## src/ctcp_regs.svh

```systemverilog
`ifndef CTCP_REGS_SVH
`define CTCP_REGS_SVH

// register byte offsets on the apb bus
`define CTCP_OFS_CTRL0 8'h00
`define CTCP_OFS_CTRL1 8'h04
`define CTCP_OFS_CNT_LO 8'h08
`define CTCP_OFS_CNT_HI 8'h0C
`define CTCP_OFS_CMPA_LO 8'h10
`define CTCP_OFS_CMPA_HI 8'h14
`define CTCP_OFS_FLAGS 8'h18

// field positions
`define CTCP_FLAG_A_BIT 0
`define CTCP_FLAG_P_BIT 1
`define CTCP_HI_BYTE_W 2

// reset values
`define CTCP_CTRL0_RST 8'h00
`define CTCP_CTRL1_RST 8'h00
`define CTCP_CMPA_RST 10'h000
`define CTCP_CNT_RST 10'h000

// timing counts, in timer clocks
`define CTCP_CNT_MAX 10'h3FF
`define CTCP_FULL_LEN 11'h400

`endif

```

## src/ctcp_pkg.sv

```systemverilog
package ctcp_pkg;

  // operating mode field encodings
  typedef enum logic [1:0] {
    CTCP_MODE_CMP = 2'h0,
    CTCP_MODE_UNDEF = 2'h1,
    CTCP_MODE_PWM = 2'h2,
    CTCP_MODE_TMR = 2'h3
  } ctcp_mode_t;

  // first control byte: spare holds pause and clock-select storage only
  typedef struct packed {
    logic [3:0] spare;
    logic timer_enable_bit;
    logic [2:0] period_code;
  } ctcp_ctrl0_t;

  // second control byte
  typedef struct packed {
    ctcp_mode_t mode;
    logic [1:0] pin_action;
    logic output_control_bit;
    logic output_invert_bit;
    logic period_duty_swap_bit;
    logic clear_select_bit;
  } ctcp_ctrl1_t;

endpackage : ctcp_pkg

```

## src/ctcp_timer.sv

```systemverilog
// Functional notes
// - invert bit flips the output pin; no effect in timer/counter mode
// - pwm swap bit picks which comparator sets period and which duty
// - clear-select 1 clears on A match, 0 on P match or overflow
// - overflow clearing only with period code zero and clear-select 0, or swap 0 in pwm
// - pwm mode ignores clear-select; swap bit alone picks clear source
// - 10-bit counter readable as low byte and two-bit high byte
// - 10-bit compare A value read/write as low and high bytes
// - unused high byte bits 7 to 2 always read zero
// - mode field: 00 compare output, 11 timer/counter, 10 pwm
// - compare mode with clear-select 0 raises both match flags
// - outside pwm mode, clear-select 1 raises only the A flag, never P
// - compare A zero: no A match or flag; with A as clear source the counter wraps at 3FF
// - compare mode pin changes only on A match, not P
// - enable rise loads pin initial level; action 00 leaves pin alone
// - timer/counter mode counts like compare mode, pin not driven
// - pwm: one comparator clears period, other sets duty, both flag
// - swap 0: period from code in 128 steps, 000 gives 1024
// - duty at or above period holds output active all period
// - swap 1: period from compare A, duty from code steps
// - pwm: output-control picks polarity, action enables or forces pin
// - pwm counting continues while pin is forced by action 00 or 01
// - pwm action: 00 inactive, 01 active, 10 waveform, 11 undefined
// - enable rise zeroes counter; enable fall freezes it
// - period code compares only against counter bits 9 to 7
`timescale 1ns/1ps
`include "ctcp_regs.svh"

module ctcp_timer
  import ctcp_pkg::*;
(
  // clock and reset
  input wire logic i_sys_clk,
  input wire logic i_nrst,
  // apb slave
  input wire logic i_psel,
  input wire logic i_penable,
  input wire logic i_pwrite,
  input wire logic [7:0] i_paddr,
  input wire logic [31:0] i_pwdata,
  input wire logic [3:0] i_pstrb,
  output logic [31:0] o_prdata,
  output logic o_pready,
  output logic o_pslverr,
  // timer clock, one-cycle tick from the clock selector
  input wire logic i_timer_tick,
  // output pin
  output logic o_timer_output_pin,
  output logic o_timer_output_pin_oe,
  // match events
  output logic o_compare_a_match,
  output logic o_compare_p_match
);

  // reset release through two flops
  logic rst_meta;
  logic rst_n;
  always_ff @(posedge i_sys_clk or negedge i_nrst) begin
    if (!i_nrst) begin
      rst_meta <= 1'b0;
      rst_n <= 1'b0;
    end else begin
      rst_meta <= 1'b1;
      rst_n <= rst_meta;
    end
  end

  // state
  ctcp_ctrl0_t ctrl0;
  ctcp_ctrl1_t ctrl1;
  logic [9:0] cnt;
  logic [9:0] cmpa;
  logic en_q;
  logic pin_lvl;
  logic flag_a;
  logic flag_p;
  logic [31:0] prdata;
  logic pin_out;
  logic pin_oe;
  logic a_pulse;
  logic p_pulse;

  // next values
  ctcp_ctrl0_t next_ctrl0;
  ctcp_ctrl1_t next_ctrl1;
  logic [9:0] next_cnt;
  logic [9:0] next_cmpa;
  logic next_en_q;
  logic next_pin_lvl;
  logic next_flag_a;
  logic next_flag_p;
  logic [31:0] next_prdata;
  logic next_pin_out;
  logic next_pin_oe;

  // decode helpers
  logic wr;
  logic rd_setup;
  logic addr_ok;
  logic is_pwm;
  logic is_cmp;
  logic pin_used;
  logic en_rise;
  logic run;
  logic [9:0] cnt_inc;
  logic code_zero;
  logic a_hit;
  logic p_hit;
  logic clear_on_a;
  logic clr;
  logic set_p;
  logic [10:0] code_len;
  logic [10:0] cmpa_len;
  logic [10:0] duty_len;
  logic [10:0] period_len;
  logic pwm_active;
  logic pwm_lvl;
  logic out_lvl;

  // bus decode; zero wait states, so ready is simply high
  always_comb begin
    wr = i_psel & i_penable & i_pwrite;
    rd_setup = i_psel & ~i_penable & ~i_pwrite;
    unique case (i_paddr)
      `CTCP_OFS_CTRL0, `CTCP_OFS_CTRL1, `CTCP_OFS_CNT_LO, `CTCP_OFS_CNT_HI,
      `CTCP_OFS_CMPA_LO, `CTCP_OFS_CMPA_HI, `CTCP_OFS_FLAGS: addr_ok = 1'b1;
      default: addr_ok = 1'b0;
    endcase
  end

  assign o_pready = 1'b1;
  assign o_pslverr = i_psel & i_penable & ~addr_ok;

  // counter and comparators
  always_comb begin
    is_pwm = (ctrl1.mode == CTCP_MODE_PWM);
    is_cmp = (ctrl1.mode == CTCP_MODE_CMP);
    pin_used = is_pwm | is_cmp;
    en_rise = ctrl0.timer_enable_bit & ~en_q;
    // counting only once the enable edge has been seen, so the zeroing wins
    run = ctrl0.timer_enable_bit & en_q & i_timer_tick;
    cnt_inc = cnt + 10'h001;
    code_zero = (ctrl0.period_code == 3'h0);
    // matches are judged on the value the tick would produce
    a_hit = run & (cmpa != 10'h000) & (cnt_inc == cmpa);
    if (code_zero) begin
      p_hit = run & (cnt == `CTCP_CNT_MAX);
    end else begin
      p_hit = run & (cnt_inc[9:7] == ctrl0.period_code)
              & (cnt[9:7] != ctrl0.period_code);
    end
    clear_on_a = is_pwm ? ctrl1.period_duty_swap_bit : ctrl1.clear_select_bit;
    clr = clear_on_a ? a_hit : p_hit;
    set_p = p_hit & (is_pwm | ~ctrl1.clear_select_bit);
    next_en_q = ctrl0.timer_enable_bit;
    if (en_rise) begin
      next_cnt = `CTCP_CNT_RST;
    end else if (run) begin
      next_cnt = clr ? `CTCP_CNT_RST : cnt_inc;
    end else begin
      next_cnt = cnt;
    end
  end

  // pwm waveform; lengths are one bit wider so 1024 fits
  always_comb begin
    code_len = code_zero ? `CTCP_FULL_LEN : {1'b0, ctrl0.period_code, 7'h00};
    cmpa_len = (cmpa == 10'h000) ? `CTCP_FULL_LEN : {1'b0, cmpa};
    duty_len = ctrl1.period_duty_swap_bit ? code_len : {1'b0, cmpa};
    period_len = ctrl1.period_duty_swap_bit ? cmpa_len : code_len;
    // counter never reaches the period, so duty at or above it stays active
    pwm_active = ({1'b0, cnt} < duty_len);
    unique case (ctrl1.pin_action)
      2'h1: pwm_lvl = ctrl1.output_control_bit;
      2'h2: pwm_lvl = pwm_active ? ctrl1.output_control_bit
                                 : ~ctrl1.output_control_bit;
      default: pwm_lvl = ~ctrl1.output_control_bit;
    endcase
  end

  // compare-mode pin level and pin drive
  always_comb begin
    next_pin_lvl = pin_lvl;
    if (en_rise) begin
      next_pin_lvl = ctrl1.output_control_bit;
    end else if (is_cmp & a_hit) begin
      unique case (ctrl1.pin_action)
        2'h1: next_pin_lvl = 1'b0;
        2'h2: next_pin_lvl = 1'b1;
        2'h3: next_pin_lvl = ~pin_lvl;
        default: next_pin_lvl = pin_lvl;
      endcase
    end
    out_lvl = is_pwm ? pwm_lvl : pin_lvl;
    next_pin_out = pin_used & (out_lvl ^ ctrl1.output_invert_bit);
    next_pin_oe = pin_used;
  end

  // register writes and flag updates; a set beats a same-cycle clear
  always_comb begin
    next_ctrl0 = ctrl0;
    next_ctrl1 = ctrl1;
    next_cmpa = cmpa;
    next_flag_a = flag_a;
    next_flag_p = flag_p;
    if (wr & i_pstrb[0]) begin
      unique case (i_paddr)
        `CTCP_OFS_CTRL0: next_ctrl0 = ctcp_ctrl0_t'(i_pwdata[7:0]);
        `CTCP_OFS_CTRL1: next_ctrl1 = ctcp_ctrl1_t'(i_pwdata[7:0]);
        `CTCP_OFS_CMPA_LO: next_cmpa[7:0] = i_pwdata[7:0];
        `CTCP_OFS_CMPA_HI: next_cmpa[9:8] = i_pwdata[1:0];
        `CTCP_OFS_FLAGS: begin
          if (i_pwdata[`CTCP_FLAG_A_BIT]) next_flag_a = 1'b0;
          if (i_pwdata[`CTCP_FLAG_P_BIT]) next_flag_p = 1'b0;
        end
        default: next_ctrl0 = ctrl0;
      endcase
    end
    if (a_hit) next_flag_a = 1'b1;
    if (set_p) next_flag_p = 1'b1;
  end

  // read data captured in the setup cycle, shown in the access cycle
  always_comb begin
    next_prdata = prdata;
    if (rd_setup) begin
      unique case (i_paddr)
        `CTCP_OFS_CTRL0: next_prdata = {24'h000000, ctrl0};
        `CTCP_OFS_CTRL1: next_prdata = {24'h000000, ctrl1};
        `CTCP_OFS_CNT_LO: next_prdata = {24'h000000, cnt[7:0]};
        `CTCP_OFS_CNT_HI: next_prdata = {30'h00000000, cnt[9:8]};
        `CTCP_OFS_CMPA_LO: next_prdata = {24'h000000, cmpa[7:0]};
        `CTCP_OFS_CMPA_HI: next_prdata = {30'h00000000, cmpa[9:8]};
        `CTCP_OFS_FLAGS: next_prdata = {30'h00000000, flag_p, flag_a};
        default: next_prdata = 32'h00000000;
      endcase
    end
  end

  // all state registers
  always_ff @(posedge i_sys_clk or negedge rst_n) begin
    if (!rst_n) begin
      ctrl0 <= ctcp_ctrl0_t'(`CTCP_CTRL0_RST);
      ctrl1 <= ctcp_ctrl1_t'(`CTCP_CTRL1_RST);
      cnt <= `CTCP_CNT_RST;
      cmpa <= `CTCP_CMPA_RST;
      en_q <= 1'b0;
      pin_lvl <= 1'b0;
      flag_a <= 1'b0;
      flag_p <= 1'b0;
      prdata <= 32'h00000000;
      pin_out <= 1'b0;
      pin_oe <= 1'b0;
      a_pulse <= 1'b0;
      p_pulse <= 1'b0;
    end else begin
      ctrl0 <= next_ctrl0;
      ctrl1 <= next_ctrl1;
      cnt <= next_cnt;
      cmpa <= next_cmpa;
      en_q <= next_en_q;
      pin_lvl <= next_pin_lvl;
      flag_a <= next_flag_a;
      flag_p <= next_flag_p;
      prdata <= next_prdata;
      pin_out <= next_pin_out;
      pin_oe <= next_pin_oe;
      a_pulse <= a_hit;
      p_pulse <= set_p;
    end
  end

  assign o_prdata = prdata;
  assign o_timer_output_pin = pin_out;
  assign o_timer_output_pin_oe = pin_oe;
  assign o_compare_a_match = a_pulse;
  assign o_compare_p_match = p_pulse;
endmodule : ctcp_timer

```

## config.mk

```make
export PLATFORM = sky130hd
export DESIGN_NAME = ctcp_timer
export DESIGN_NICKNAME = d
export VERILOG_FILES = /design/src/ctcp_pkg.sv /design/src/ctcp_timer.sv
export VERILOG_INCLUDE_DIRS = /design/src /design/src/src
export SDC_FILE = /design/constraint.sdc
export NUM_CORES = 1
export LEC_CHECK = 0
export BUFFER_PORTS_ARGS = -buffer_cell sky130_fd_sc_hd__buf_2
export CAP_MARGIN = 20
export CORE_MARGIN = 2
export CORE_UTILIZATION = 55
export CTS_CLUSTER_DIAMETER = 40
export DETAILED_ROUTE_END_ITERATION = 8
export PLACE_DENSITY = 0.82
export RECOVER_POWER = 100
export SYNTH_ARGS = -nofsm -noshare
export SYNTH_HDL_FRONTEND = slang
export SYNTH_SLANG_ARGS = --single-unit
```

## constraint.sdc

```tcl
create_clock -name i_sys_clk -period 2.1 [get_ports i_sys_clk]
set_clock_uncertainty 0.05 [all_clocks]
set_input_delay 0.42 -clock i_sys_clk [delete_from_list [all_inputs] [get_ports i_sys_clk]]
set_output_delay 0.42 -clock i_sys_clk [all_outputs]
set_load 0.005 [all_outputs]
```

==> run metrics <==
Top delay family on crit path=compound AO/OA/AOI/OAI gates; final wirelength=10200 um; wire per inst=18.1 um; area leader, netlist=dfrtp_1; Max Freq=0.396 GHz; CP bufs+invs=1; post-synthesis register bit count=54; Routed Antenna Nets=0; FF/Latch Area=0.00135 mm2; leakage=2.18 nW; clock-pin slew of the registers on the worst-case setup and hold paths=0.11 ns; element type at the critical path start=register; GRT Util Overall=27.2%; vias in the first global route=3255; Worst Setup End Kind=register; dpl hpwl=7410 um; largest net degree at the start of global routing=31; GRT busiest layer=met2; starting density of the core=55.8%; prevailing post-synth register cell=dfrtp_1; run status=complete, but fails checks; vias=3385; Die ar.=0.00745 mm2; Seq/Total Area, Yosys=36.3%; failing checks=negative setup slack; clock sinks=54; Die Y=86.3 um; DR pass1 iterations=5; initial antenna violation count=0; gpl congestion=0.946; Sum Neg Setup Slack=-4.69 ns; Worst slew margin=48.5%; met2 usage=45.3%; Synth async-reset ratio=100%; area of the multi-input gates=0.00225 mm2; IO Port Bufs=35; Pwr per Cell Area=418 mW/mm2; Ys Warns=0; MaxCap Viol Count=0; H-tree level count=2; maximum root-to-sink buffer count=2; Mean Syn Cell Area=9.56 um2; Num CTS Buffers=5; drt via density=6.01; Ports=88; Max Fanout on Critical Path=6; gr ovfl total=0; Die W=86.3 um; grt met1 use=37.0%; CP cell instances=buf_6 -> mux2i_2 -> ha_1 -> a21o_1 -> a21oi_2 -> nor3_1 -> o311a_1 -> a211oi_2 -> mux2_4; Fillers=508; nets@finish=545; Finished Layout Cells=563; slowest CP cell=dfrtp_1; CTS root buf=clkbuf_8; layout overhead on the synthesized area=23.4%; Slew @ Worst Pin=0.772 ns; slack of the critical path=-0.422 ns; synth top area cells=dfrtp_1 36%, mux2_2 8.5%, buf_4 5.4%; share of layout cells above drive strength 1=34.0%; final hold viol count=0; WS Path Type=register to register; M3 GR Usage=4.00%; placed cells=549; commonest non-fill, non-tap cell in the layout=buf_4; Yosys top cell area share=36.3%; row count=30; most frequent cells in the layout=61 x buf_4, 53 x dfrtp_1, 27 x mux2_2; RSZ-0062 raised after global routing=true; minimum clock period=2.52 ns; first-pass GRT wire length=15900 um; Post-synth EDFFs=0; clk_lat worst skew=0.33 ns; VDD IR max=0.352 mV; Hold WC Path Type=register to asynchronous set/reset pin; CTS tree=built; crit share post-route=120%; Setup violations, final=14; DRT iter0 DRCs=292; Antenna Cells=0; Slew Viols, Final=0; # DRC=0; Post-Synthesis Cells=390; Critical Path AT=2.69 ns; core area=0.00668 mm2; CP peak stage delay=0.42 ns; Post-Syn Area=0.00373 mm2; Yosys cell types=57; worst slack, placed=-0.349 ns; Data required, critical path=2.27 ns
[worst paths after layout]
check | start | end | slack, ns | cells past startpoint
max | ctrl1[1] | o_timer_output_pin | -0.42 | 9
min | rst_n | ctrl1[5] | 0.19 | 0
max reg2reg | ctrl1[1] | o_timer_output_pin | -0.42 | 9
min reg2reg | rst_n | ctrl1[5] | 0.19 | 0
max in group asynchronous | rst_n | flag_p | 0.68 | 1
min in group i_sys_clk | i_pwdata[6] | cmpa[6] | 0.30 | 3
[flip-flops by register name, indices dropped and copies added (netlist names), 7 cells and up]
| name | cells |
|---|---|
| cmpa | 10 |
| cnt | 10 |
| ctrl0 | 7 |
| ctrl1 | 8 |
| o_prdata | 8 |
[synthesized netlist by cell type, types with 2 or more instances]
cell type / count
dfrtp_1: 54
mux2_2: 28
buf_4: 27
nand2_1: 26
nor2_1: 21
clkbuf_1: 17
nor3_1: 16
mux2i_1: 15
nand3_1: 15
o21ai_0: 15
a21oi_1: 13
ha_1: 13
nand2b_1: 11
inv_1: 9
a22oi_1: 7
xnor2_1: 7
a21o_1: 6
a221o_1: 6
o211ai_1: 6
nor2b_1: 5
nor4_1: 5
nor4b_1: 5
xor2_1: 5
and3_1: 4
nand4_1: 4
or3_1: 4
a31oi_1: 3
buf_1: 3
buf_2: 3
o22ai_1: 3
a211o_1: 2
a311o_1: 2
and4_1: 2
buf_6: 2
conb_1: 2
mux4_2: 2
nor3b_1: 2
[per-stage QoR]
stage	total power [mW]	util (%)	instance area, um2	hold WS (ns)
global route	1.98	68.8	4600	0.242
global placement	1.30	65.3	4370	0.154
finish	1.92	68.8	4600	0.191
floorplan	1.25	-	3860	0.0744
CTS	1.92	68.5	4580	0.228
detailed placement	1.31	65.3	4370	0.160
[worst reg2reg max path: cells and delay by family, from the launching register on]
| family | cells | cell delay [ns] |
|---|---|---|
| AO/OA/AOI/OAI | 4 | 0.85 |
| adder cells (fa/ha/maj) | 1 | 0.29 |
| buffers and inverters | 1 | 0.15 |
| flip-flops | 1 | 0.42 |
| multiplexers | 2 | 0.58 |
| AND/OR/NAND/NOR | 1 | 0.07 |
[report_power, final]
| part | switching (mW) | internal, mW | total, mW |
|---|---|---|---|
| Clock | 0.391 | 0.240 | 0.631 |
| Combinational | 0.111 | 0.0847 | 0.196 |
| Sequential | 0.0236 | 1.07 | 1.09 |
| Total | 0.526 | 1.40 | 1.92 |
[area by class of cell]
type	count	share of cell area, %
Inverter	9	0.735
Tap cell	80	2.18
Timing Repair Buffer	113	16.7
Multi-Input combinational cell	299	49.0
Clock inverter	3	0.517
Sequential cell	54	29.4
Clock buffer	5	1.50
[cell families (layout without fill, tap and decap cells)]
group | Yosys count | count (layout) | share of synthesized area [%]
XOR/XNOR | 12 | 12 | 2.82
AND/OR/NAND/NOR | 128 | 128 | 18.6
AO/OA/AOI/OAI | 75 | 75 | 14.7
multiplexers | 45 | 45 | 13.7
other | 2 | 26 | 0.201
buffers and inverters | 61 | 130 | 9.37
flip-flops | 54 | 54 | 36.3
adder cells (fa/ha/maj) | 13 | 13 | 4.36
[routing by layer]
layer  up-vias  share of wire, %
met5         -                 0
met4         0               1.7
met3        19               6.1
met2       135                51
met1      1682                42
li1       1549                 -
[timing repair]
item | in CTS | in global routing
endpoints found under the setup margin | 14 | 15
hold buffers | 1 | 0
pin swaps | 13 | 3
setup buffers | 4 | 1
hold endpoints to repair | 2 | 0
gates cloned | 0 | 0
resized for setup | 16 | 14
(Power assumes the default switching activity.)
